===== config.mk =====
export PLATFORM = sky130hd
export DESIGN_NAME = sfh_host_if
export DESIGN_NICKNAME = d
export VERILOG_FILES = /design/src/hw/sfh_host_if.v /design/src/hw/sfh_opdec.v /design/src/hw/sfh_sync.v
export VERILOG_INCLUDE_DIRS = /design/src /design/src/hw
export SDC_FILE = /design/constraint.sdc
export NUM_CORES = 1
export LEC_CHECK = 0
export BUFFER_PORTS_ARGS = -buffer_cell sky130_fd_sc_hd__clkbuf_2
export CAP_MARGIN = 10
export CORE_MARGIN = 2
export CORE_UTILIZATION = 56
export CTS_CLUSTER_DIAMETER = 30
export DETAILED_ROUTE_END_ITERATION = 10
export PLACE_DENSITY = 0.77
export SETUP_SLACK_MARGIN = 0.4
export SLEW_MARGIN = 20
export SYNTH_ARGS = -nofsm -noshare
export SYNTH_HDL_FRONTEND = slang
export SYNTH_SLANG_ARGS = --single-unit

===== constraint.sdc =====
create_clock -name ref_clk -period 4.92 [get_ports ref_clk]
set_input_delay 0.492 -clock ref_clk [delete_from_list [all_inputs] [get_ports ref_clk]]
set_output_delay 0.492 -clock ref_clk [all_outputs]
set_load 0.1 [all_outputs]

===== src/hw/sfh_defs.vh =====
// constants for the serial flash host interface front end
`ifndef SFH_DEFS_VH
`define SFH_DEFS_VH
// opcodes
`define SFH_OP_WREN     8'h06
`define SFH_OP_WRDI     8'h04
`define SFH_OP_RDSR1    8'h05
`define SFH_OP_RDSR2    8'h35
`define SFH_OP_WRSR     8'h01
`define SFH_OP_PP       8'h02
`define SFH_OP_QPP      8'h32
`define SFH_OP_SE       8'h20
`define SFH_OP_BE32     8'h52
`define SFH_OP_BE64     8'hD8
`define SFH_OP_CE       8'hC7
`define SFH_OP_SUSP     8'h75
`define SFH_OP_DPD      8'hB9
`define SFH_OP_RDPD     8'hAB
`define SFH_OP_DOR      8'h3B
`define SFH_OP_DIOR     8'hBB
`define SFH_OP_QOR      8'h6B
`define SFH_OP_QIOR     8'hEB
`define SFH_OP_QWR      8'hE7
`define SFH_OP_QOWR     8'hE3
`define SFH_OP_READ     8'h03
// status bit positions
`define SFH_S_BUSY      0
`define SFH_S_WEL       1
`define SFH_S_STATUS_PROTECT_LO      7
`define SFH_S_STATUS_PROTECT_HI      8
`define SFH_S_QE        9
// reset value of the non-volatile status
`define SFH_STATUS_RST  16'h0000
// lane modes
`define SFH_LANES_1     2'h0
`define SFH_LANES_2     2'h1
`define SFH_LANES_4     2'h2
// write lockout after power-up, in microseconds, and cycle count
`define SFH_PUW_US      10
`define SFH_CLK_MHZ     200
`define SFH_PUW_CYC     (`SFH_PUW_US * `SFH_CLK_MHZ)
// internal operation length in cycles
`define SFH_OP_CYC      64
`endif


===== src/hw/sfh_host_if.v =====
// serial flash host interface front end
`timescale 1ns/1ps
`include "sfh_defs.vh"
module sfh_host_if (
  // clock and reset
  input  wire        ref_clk,
  input  wire        sys_rst,
  input  wire        clk_en,
  // serial pins
  input  wire        sclk,
  input  wire        cs_n,
  input  wire        serial_lane_0_in,
  output reg         serial_lane_0_out,
  output reg         serial_lane_0_oe,
  input  wire        serial_lane_1_in,
  output reg         serial_lane_1_out,
  output reg         serial_lane_1_oe,
  input  wire        serial_lane_2_in,
  output reg         serial_lane_2_out,
  output reg         serial_lane_2_oe,
  input  wire        serial_lane_3_in,
  output reg         serial_lane_3_out,
  output reg         serial_lane_3_oe,
  // read data from the array side
  input  wire [7:0]  rd_data,
  // status and commands to the array side
  output reg  [15:0] status,
  output reg  [7:0]  cmd_opcode,
  output reg         cmd_start,
  output reg         paused,
  output reg         deep_pd,
  output reg         lockout
);
  // ****************************************************
  // input synchronisers
  // ****************************************************
  wire sck, sck_rise, sck_fall;
  wire csn, csn_rise, csn_fall;
  wire l0, l1, l2, l3;
  wire l3_rise, l3_fall;

  sfh_sync u_sck (.ref_clk(ref_clk), .sys_rst(sys_rst), .clk_en(clk_en),
    .din(sclk), .dout(sck), .rise(sck_rise), .fall(sck_fall));
  sfh_sync #(.RST_VAL(1'b1)) u_cs (.ref_clk(ref_clk), .sys_rst(sys_rst),
    .clk_en(clk_en), .din(cs_n), .dout(csn), .rise(csn_rise), .fall(csn_fall));
  sfh_sync u_l0 (.ref_clk(ref_clk), .sys_rst(sys_rst), .clk_en(clk_en),
    .din(serial_lane_0_in), .dout(l0), .rise(), .fall());
  sfh_sync u_l1 (.ref_clk(ref_clk), .sys_rst(sys_rst), .clk_en(clk_en),
    .din(serial_lane_1_in), .dout(l1), .rise(), .fall());
  sfh_sync u_l2 (.ref_clk(ref_clk), .sys_rst(sys_rst), .clk_en(clk_en),
    .din(serial_lane_2_in), .dout(l2), .rise(), .fall());
  sfh_sync u_l3 (.ref_clk(ref_clk), .sys_rst(sys_rst), .clk_en(clk_en),
    .din(serial_lane_3_in), .dout(l3), .rise(l3_rise), .fall(l3_fall));

  // ****************************************************
  // opcode classes
  // ****************************************************
  reg  [7:0] shreg;
  wire [7:0] op_now;
  wire       d_prog;
  wire       d_wrsr;
  wire       d_wren;
  wire [1:0] d_lanes;
  wire       d_read;

  sfh_opdec u_dec (.opcode(op_now), .is_prog(d_prog), .is_wrsr(d_wrsr),
    .is_wren(d_wren), .lanes(d_lanes), .is_read(d_read));

  // ****************************************************
  // state
  // ****************************************************
  localparam [2:0] ST_OPC  = 3'b001;
  localparam [2:0] ST_DATA = 3'b010;
  localparam [2:0] ST_IGN  = 3'b100;

  reg  [2:0]  state;
  reg  [3:0]  bitcnt;
  reg  [7:0]  op;
  reg  [1:0]  lanes;
  reg  [7:0]  obyte;
  reg  [15:0] wbuf;
  reg  [4:0]  wcnt;
  reg         pause_req;
  reg         pend_write;
  reg         pend_wrsr;
  reg         is_rd;
  reg  [31:0] puw_cnt;
  reg  [6:0]  op_cnt;

  wire qe      = status[`SFH_S_QE];
  wire busy    = status[`SFH_S_BUSY];
  wire write_enable_latch     = status[`SFH_S_WEL];
  wire selected = ~csn;
  // serial events count only when selected and not paused
  wire act_rise = sck_rise & selected & ~paused;
  wire act_fall = sck_fall & selected & ~paused;
  wire [2:0] step = (lanes == `SFH_LANES_4) ? 3'h4 :
                    (lanes == `SFH_LANES_2) ? 3'h2 : 3'h1;

  assign op_now = {shreg[6:0], l0};
  wire [7:0] ob_op = (state == ST_OPC) ? op_now : op;  // new opcode at bit 8

  // status writes allowed by protect bits and write-protect pin
  function sr_writable;
    input [15:0] st;
    input        wp;
    input        quad;
    begin
      case ({st[`SFH_S_STATUS_PROTECT_HI], st[`SFH_S_STATUS_PROTECT_LO]})
        2'b00:   sr_writable = 1'b1;
        2'b01:   sr_writable = quad | wp;
        default: sr_writable = 1'b0;
      endcase
    end
  endfunction

  // decide whether an opcode may start
  function op_allowed;
    input [7:0]  o;
    input        bsy;
    input        dpd;
    input        lck;
    input        wl;
    input        prg;
    input        wsr;
    input        wen;
    input [1:0]  ln;
    input        quad;
    begin
      if (dpd)
        op_allowed = (o == `SFH_OP_RDPD);
      else if (bsy)
        op_allowed = (o == `SFH_OP_RDSR1) |
                     (o == `SFH_OP_RDSR2) |
                     (o == `SFH_OP_SUSP);
      else if (lck & (prg | wsr | wen))
        op_allowed = 1'b0;
      else if ((prg | wsr) & ~wl)
        op_allowed = 1'b0;
      else if ((ln == `SFH_LANES_4) & ~quad)
        op_allowed = 1'b0;
      else
        op_allowed = 1'b1;
    end
  endfunction

  // ****************************************************
  // power-up lockout timer
  // ****************************************************
  // sys_rst is the supply-threshold detector
  always @(posedge ref_clk or posedge sys_rst) begin
    if (sys_rst) begin
      puw_cnt <= 32'h0000_0000;
      lockout <= 1'b1;
    end else if (clk_en) begin
      if (puw_cnt == `SFH_PUW_CYC - 1)
        lockout <= 1'b0;
      else
        puw_cnt <= puw_cnt + 32'h0000_0001;
    end
  end

  // ****************************************************
  // pause control
  // ****************************************************
  always @(posedge ref_clk or posedge sys_rst) begin
    if (sys_rst) begin
      paused    <= 1'b0;
      pause_req <= 1'b0;
    end else if (clk_en) begin
      if (csn | qe | (lanes == `SFH_LANES_4)) begin
        paused    <= 1'b0;
        pause_req <= 1'b0;
      end else if (~paused) begin
        if (l3_fall & ~sck)
          paused <= 1'b1;
        else if (l3_fall)
          pause_req <= 1'b1;
        else if (pause_req & sck_fall) begin
          paused    <= ~l3;
          pause_req <= 1'b0;
        end
      end else begin
        if (l3_rise & ~sck)
          paused <= 1'b0;
        else if (l3_rise)
          pause_req <= 1'b1;
        else if (pause_req & sck_fall) begin
          paused    <= ~l3;
          pause_req <= 1'b0;
        end
      end
    end
  end

  // ****************************************************
  // instruction engine
  // ****************************************************
  always @(posedge ref_clk or posedge sys_rst) begin
    if (sys_rst) begin
      state      <= ST_OPC;
      bitcnt     <= 4'h0;
      shreg      <= 8'h00;
      op         <= 8'h00;
      lanes      <= `SFH_LANES_1;
      wbuf       <= 16'h0000;
      wcnt       <= 5'h00;
      pend_write <= 1'b0;
      pend_wrsr  <= 1'b0;
      is_rd      <= 1'b0;
      status     <= `SFH_STATUS_RST;
      deep_pd    <= 1'b0;
      cmd_opcode <= 8'h00;
      cmd_start  <= 1'b0;
      op_cnt     <= 7'h00;
    end else if (clk_en) begin
      cmd_start <= 1'b0;
      // internal operation running
      if (busy) begin
        if (op_cnt == `SFH_OP_CYC - 1) begin
          status[`SFH_S_BUSY] <= 1'b0;
          status[`SFH_S_WEL]  <= 1'b0;
          op_cnt <= 7'h00;
        end else
          op_cnt <= op_cnt + 7'h01;
      end
      // select low at any clock level starts a frame
      if (csn_fall) begin
        state  <= ST_OPC;
        bitcnt <= 4'h0;
        lanes  <= `SFH_LANES_1;
      end else if (csn_rise) begin
        // frame end commits a writable status write of 8 or more bits or any accepted program, else aborts
        if (pend_wrsr & (wcnt >= 5'h08) &
            sr_writable(status, l2, qe)) begin
          status[15:2] <= wcnt[4] ? {wbuf[7:0], wbuf[15:10]} :
                                    {status[15:8], wbuf[7:2]};
          status[`SFH_S_BUSY] <= 1'b1;
          op_cnt <= 7'h00;
        end else if (pend_write) begin
          status[`SFH_S_BUSY] <= 1'b1;
          op_cnt     <= 7'h00;
          cmd_opcode <= op;
          cmd_start  <= 1'b1;
        end
        pend_write <= 1'b0;
        pend_wrsr  <= 1'b0;
        state      <= ST_OPC;
        bitcnt     <= 4'h0;
        lanes      <= `SFH_LANES_1;
      end else if (act_rise) begin
        case (state)
          ST_OPC: begin
            shreg <= op_now;
            if (bitcnt == 4'h7) begin
              op <= op_now;
              if (op_allowed(op_now, busy, deep_pd, lockout, write_enable_latch, d_prog,
                             d_wrsr, d_wren, d_lanes, qe)) begin
                state <= ST_DATA;
                lanes <= d_lanes;
                if (d_wren)
                  status[`SFH_S_WEL] <= 1'b1;
                if (op_now == `SFH_OP_WRDI)
                  status[`SFH_S_WEL] <= 1'b0;
                if (op_now == `SFH_OP_DPD)
                  deep_pd <= 1'b1;
                if (op_now == `SFH_OP_RDPD)
                  deep_pd <= 1'b0;
                pend_write <= d_prog;
                pend_wrsr  <= d_wrsr;
                is_rd      <= d_read;
                wcnt       <= 5'h00;
              end else
                state <= ST_IGN;
            end
            bitcnt <= bitcnt + 4'h1;
          end
          ST_DATA: begin
            if (pend_wrsr & ~wcnt[4]) begin
              wbuf <= {wbuf[14:0], l0};
              wcnt <= wcnt + 5'h01;
            end
          end
          ST_IGN:  state <= ST_IGN;
          default: state <= ST_OPC;
        endcase
      end
    end
  end

  // ****************************************************
  // output shifter
  // ****************************************************
  always @(posedge ref_clk or posedge sys_rst) begin
    if (sys_rst) begin
      obyte             <= 8'h00;
      serial_lane_0_out <= 1'b0;
      serial_lane_1_out <= 1'b0;
      serial_lane_2_out <= 1'b0;
      serial_lane_3_out <= 1'b0;
      serial_lane_0_oe  <= 1'b0;
      serial_lane_1_oe  <= 1'b0;
      serial_lane_2_oe  <= 1'b0;
      serial_lane_3_oe  <= 1'b0;
    end else if (clk_en) begin
      if (csn | (state != ST_DATA) | ~is_rd) begin
        {serial_lane_3_oe, serial_lane_2_oe,
         serial_lane_1_oe, serial_lane_0_oe} <= 4'h0;
        obyte <= (ob_op == `SFH_OP_RDSR2) ? status[15:8] :
                 (ob_op == `SFH_OP_RDSR1) ? status[7:0] : rd_data;
      end else if (paused) begin
        {serial_lane_3_oe, serial_lane_2_oe,
         serial_lane_1_oe, serial_lane_0_oe} <= 4'h0;
      end else if (act_fall) begin
        // shift out on the falling edge
        case (lanes)
          `SFH_LANES_4: begin
            {serial_lane_3_out, serial_lane_2_out,
             serial_lane_1_out, serial_lane_0_out} <= obyte[7:4];
            serial_lane_0_oe <= 1'b1;
            serial_lane_1_oe <= 1'b1;
            serial_lane_2_oe <= 1'b1;
            serial_lane_3_oe <= 1'b1;
          end
          `SFH_LANES_2: begin
            {serial_lane_1_out, serial_lane_0_out} <= obyte[7:6];
            serial_lane_0_oe <= 1'b1;
            serial_lane_1_oe <= 1'b1;
          end
          default: begin
            serial_lane_1_out <= obyte[7];
            serial_lane_1_oe  <= 1'b1;
          end
        endcase
        obyte <= (step == 3'h1) ? {obyte[6:0], obyte[7]} :
                 (step == 3'h2) ? {obyte[5:0], obyte[7:6]} :
                                  {obyte[3:0], obyte[7:4]};
      end
    end
  end
endmodule


===== src/hw/sfh_opdec.v =====
// opcode classifier for the instruction filter
`timescale 1ns/1ps
`include "sfh_defs.vh"
module sfh_opdec (
  // opcode in
  input  wire [7:0] opcode,
  // classes out
  output reg        is_prog,
  output reg        is_wrsr,
  output reg        is_wren,
  output reg  [1:0] lanes,
  output reg        is_read
);
  // class each opcode once
  always @* begin
    is_prog = 1'b0;
    is_wrsr = 1'b0;
    is_wren = 1'b0;
    is_read = 1'b0;
    lanes   = `SFH_LANES_1;
    case (opcode)
      `SFH_OP_PP, `SFH_OP_QPP, `SFH_OP_SE, `SFH_OP_BE32,
      `SFH_OP_BE64, `SFH_OP_CE: is_prog = 1'b1;
      `SFH_OP_WRSR: is_wrsr = 1'b1;
      `SFH_OP_WREN: is_wren = 1'b1;
      `SFH_OP_RDSR1, `SFH_OP_RDSR2, `SFH_OP_READ: is_read = 1'b1;
      `SFH_OP_DOR, `SFH_OP_DIOR: begin
        is_read = 1'b1;
        lanes   = `SFH_LANES_2;
      end
      `SFH_OP_QOR, `SFH_OP_QIOR, `SFH_OP_QWR, `SFH_OP_QOWR: begin
        is_read = 1'b1;
        lanes   = `SFH_LANES_4;
      end
      default: lanes = `SFH_LANES_1;
    endcase
  end
endmodule


===== src/hw/sfh_sync.v =====
// two-flop synchroniser with edge flags for the sampled signal
`timescale 1ns/1ps
module sfh_sync #(
  // level held through reset, the idle level of the pin
  parameter [0:0] RST_VAL = 1'b0
) (
  // clock and reset
  input  wire ref_clk,
  input  wire sys_rst,
  input  wire clk_en,
  // asynchronous input
  input  wire din,
  // synchronised level and edges
  output wire dout,
  output wire rise,
  output wire fall
);
  reg s1;
  reg s2;
  reg s3;

  // first flop feeds only the second
  always @(posedge ref_clk or posedge sys_rst) begin
    if (sys_rst) begin
      s1 <= RST_VAL;
      s2 <= RST_VAL;
      s3 <= RST_VAL;
    end else if (clk_en) begin
      s1 <= din;
      s2 <= s1;
      s3 <= s2;
    end
  end

  assign dout = s2;
  assign rise = s2 & ~s3;
  assign fall = ~s2 & s3;
endmodule

==> run_results.csv <==
group,metric,value,unit
global_route,grt_usage,23.9,%
global_route,overflow,0,
floorplanning,core_area,0.0126,sq mm
synth,synth-async-reset-ratio,100,%
synth,synthFlopType,"dfrtp_1",
cells_and_area,multi_input_area,0.00345,sq mm
synth,synth_nets,704,
clocking,clockBufferDepth,2,
clocking,ctsHoldBuffers,0,
worst_setup_path,crit_chain,"inv_1 -> ha_1 -> nor2b_1 -> nand2_1 -> nor2_1 -> nand2_1 -> mux2_2",
worst_setup_path,r2r_end,"status[15]$_DFFE_PP0P_",
synth,synth_seq_cells,144,
place,port_buffers,51,
cells_and_area,register_area,0.00361,sq mm
cells_and_area,drive_gt1_share,22.9,%
detailed_routing,first_pass_iters,5,
synth,netlist_area,0.00726,sq mm
floorplanning,io_pins,53,
synth,synth_top_cell_by_area,"dfrtp_1",
sta,post-route-min-period,2.79,ns
global_route,grt_max_degree,110,
detailed_routing,drc,0,
power_and_ir_drop,combPwrFrac,17.2,%
worst_setup_path,cp_max_fo,14,
floorplanning,dieArea,0.0139,sq mm
worst_setup_path,max_stage_delay,0.70,ns
sta,finClkSkew,0.00949,ns
clocking,clock_sinks,144,
synth,yosys_warnings,0,
sta,hold_ws,0.255,ns
worst_setup_path,path_buf_inv,1,
clocking,postCtsSetupRepairBufs,0,
cells_and_area,nFillCells,996,
place,placed_cells,875,
sta,tightestPinTransition,0.941,ns
power_and_ir_drop,clkPwrFrac,37.0,%
cells_and_area,fin_cells,907,
flow_run,cap_violations,0,
detailed_routing,wire_per_inst,17.0,um
clocking,cts-root-buf,"clkbuf_16",
min_path,min_path_type,"in2async",
clocking,cts_buffers,17,
worst_setup_path,crit_arrival,3.11,ns
cells_and_area,layout_common_cells,"dfrtp_1 (139), nand2_1 (81), mux2_2 (61), nor2_1 (56), clkbuf_2 (51)",
place,post-dp-hpwl,10900,um
detailed_routing,routed_wl,15400,um
worst_setup_path,rrSetupSlack,2.13,ns
worst_setup_path,cp_slowest_cell,"nor2_1",
clocking,clock_latency,0.43,ns
clocking,clk_pin_slew,0.06,ns
floorplanning,rows,41,
power_and_ir_drop,power_frac_seq,45.8,%
sta,finalSetupViolCount,0,
clocking,htreeDepth,4,
global_route,antenna_found_initial,0,
sta,max_freq,358,MHz
worst_setup_path,critical_path.top_delay_family,"simple AND/OR/NAND/NOR gates",
worst_setup_path,reg2reg_from,"u_cs.dout$_DFFE_PP1P_",
power_and_ir_drop,p_sw_share,32.4,%
worst_setup_path,start_kind,"flop",
cells_and_area,nets,749,
worst_setup_path,end_kind,"flop",
sta,slew-limit-headroom,37.3,%
cells_and_area,layout_commonest_cell,"dfrtp_1",
floorplanning,die_h,118,um
power_and_ir_drop,pwr_density_cell,397,mW/mm^2
power_and_ir_drop,p_leak,0.00374,uW
worst_setup_path,timing.critical_path.mode_cell,"nand2_1",
sta,hold_viol,0,
clocking,post_cts_resized,0,
global_route,grt_pass1_vias,5506,
power_and_ir_drop,p_int,2190,uW
synth,synth_area_leaders,"dfrtp_1 (48%), mux2_2 (9.5%), nand2_1 (4.2%), xnor2_1 (3.0%), nor2_1 (2.9%)",
synth,yosysUniqueCellTypes,68,
detailed_routing,viasPerCell,5.83,
sta,setup_tns,0,ns
detailed_routing,drtIter0Drc,338,
cells_and_area,antennaDiodeCount,0,
detailed_routing,via_count,5291,
floorplanning,initial_core_util,57.5,%
synth,avgSynthCellArea,10.7,sq um
sta,finalCritPeriodShare,56.8,%
worst_setup_path,cp_data_required_time,5.24,ns
cells_and_area,area_growth,12.4,%
floorplanning,fp.dieW,118,um
synth,synth_cells,677,
sta,slew_violations,0,
worst_setup_path,reg2reg_depth,7,
clocking,cts_tree,"yes",
synth,synth_edf_count,0,
place,gp_congestion,0.896,
worst_setup_path,critPathKind,"reg2reg",
run_status,status,"complete, no violations",
synth,ys_seq_area_share,49.7,%
global_route,grt_pass1_wl,26600,um
power_and_ir_drop,peakVddDrop,0.208,mV
power_and_ir_drop,p_sw,1050,uW
sta,rsz0062_at_grt,"no",
cells_and_area,fin_util,64.7,%
synth,netlist.area_leader.share,47.9,%
power_and_ir_drop,p_total,3240,uW
detailed_routing,ant_nets,0,
[how the worst max path moves through the flow]
| stage | startpoint | endpoint | cells after the start |
|---|---|---|---|
| 5_1_grt | u_cs.dout$_DFFE_PP1P_ | status[13]$_DFFE_PP0P_ | 7 |
| 2_1_floorplan | sys_rst | bitcnt[0]$_DFFE_PP0P_ | 1 |
| 4_1_cts | u_cs.dout$_DFFE_PP1P_ | status[15]$_DFFE_PP0P_ | 7 |
| 6_report | u_cs.dout$_DFFE_PP1P_ | status[15]$_DFFE_PP0P_ | 7 |
| 3_3_place_gp | clk_en | status[14]$_DFFE_PP0P_ | 6 |
| 3_5_place_dp | clk_en | status[15]$_DFFE_PP0P_ | 6 |
[metal layers]
layer  wire (um)  share of wire, %  GRT usage (%)  vias to the layer above
met2        7730                50           39.7                      132
met4         344               2.2           9.56                        0
met1        6590                43           30.0                     2634
li1            -                 -              -                     2493
met3         721               4.7           6.15                       32
met5           0                 0              0                        -
[final cells by class]
cell class,count,share of cell area [%]
timing repair buffer,52,3.22
multi-input combinational,490,42.3
inverter,17,0.843
tap,172,2.64
clock buffer,17,5.21
sequential,144,44.2
clock inverter,15,1.55
[registers in the layout, indices dropped and copies added, names as in the netlist, 2 cells and up]
signal      flops
wbuf           16
cmd_opcode      8
op              8
lanes           2
puw_cnt        32
obyte           8
wcnt            5
status         16
op_cnt          7
shreg           7
state           3
bitcnt          4
[cell usage after synthesis, types with 5 or more instances]
master and count:
nor3_1 13, a21oi_1 26, nand2_1 81, dfstp_2 5, o211a_1 8, nand4_1 17
dfrtp_1 139, buf_2 7, nor2_1 56, and2_1 6, clkbuf_1 12, and4_1 5
nand2b_1 11, nand3_1 25, mux2_1 9, xnor2_1 25, o21ai_0 17, nor2b_1 6
ha_1 10, and3_1 5, o31ai_1 6, nand4b_1 5, nor4_1 6, xor2_1 12
mux2_2 61, inv_1 17, mux2i_1 20
[metrics by stage]
stage	setup slack (ns)	area (sq um)
floorplan	0.570	7260
global placement	1.94	7610
detailed placement	1.84	7610
CTS	2.12	8160
global route	1.88	8160
finish	2.13	8160
[power by group through the flow]
stage               clock network [uW]  registers [uW]  logic [uW]
detailed placement                   0            1500         556
global placement                     0            1480         525
finish                            1200            1480         558
CTS                               1220            1480         561
global route                      1270            1500         625
floorplan                            0            1480         439
[kinds of logic after synthesis]
group,Yosys count,synth area share [%]
and+or+nand+nor,264,18.9
AOI/OAI and AO/OA,89,8.81
DFF,144,49.7
buffers and inverters,43,2.76
muxes,90,13.6
xor gates and xnor gates,37,4.46
adders and majority gates,10,1.72
No activity file was read; power rests on OpenSTA's default activity.
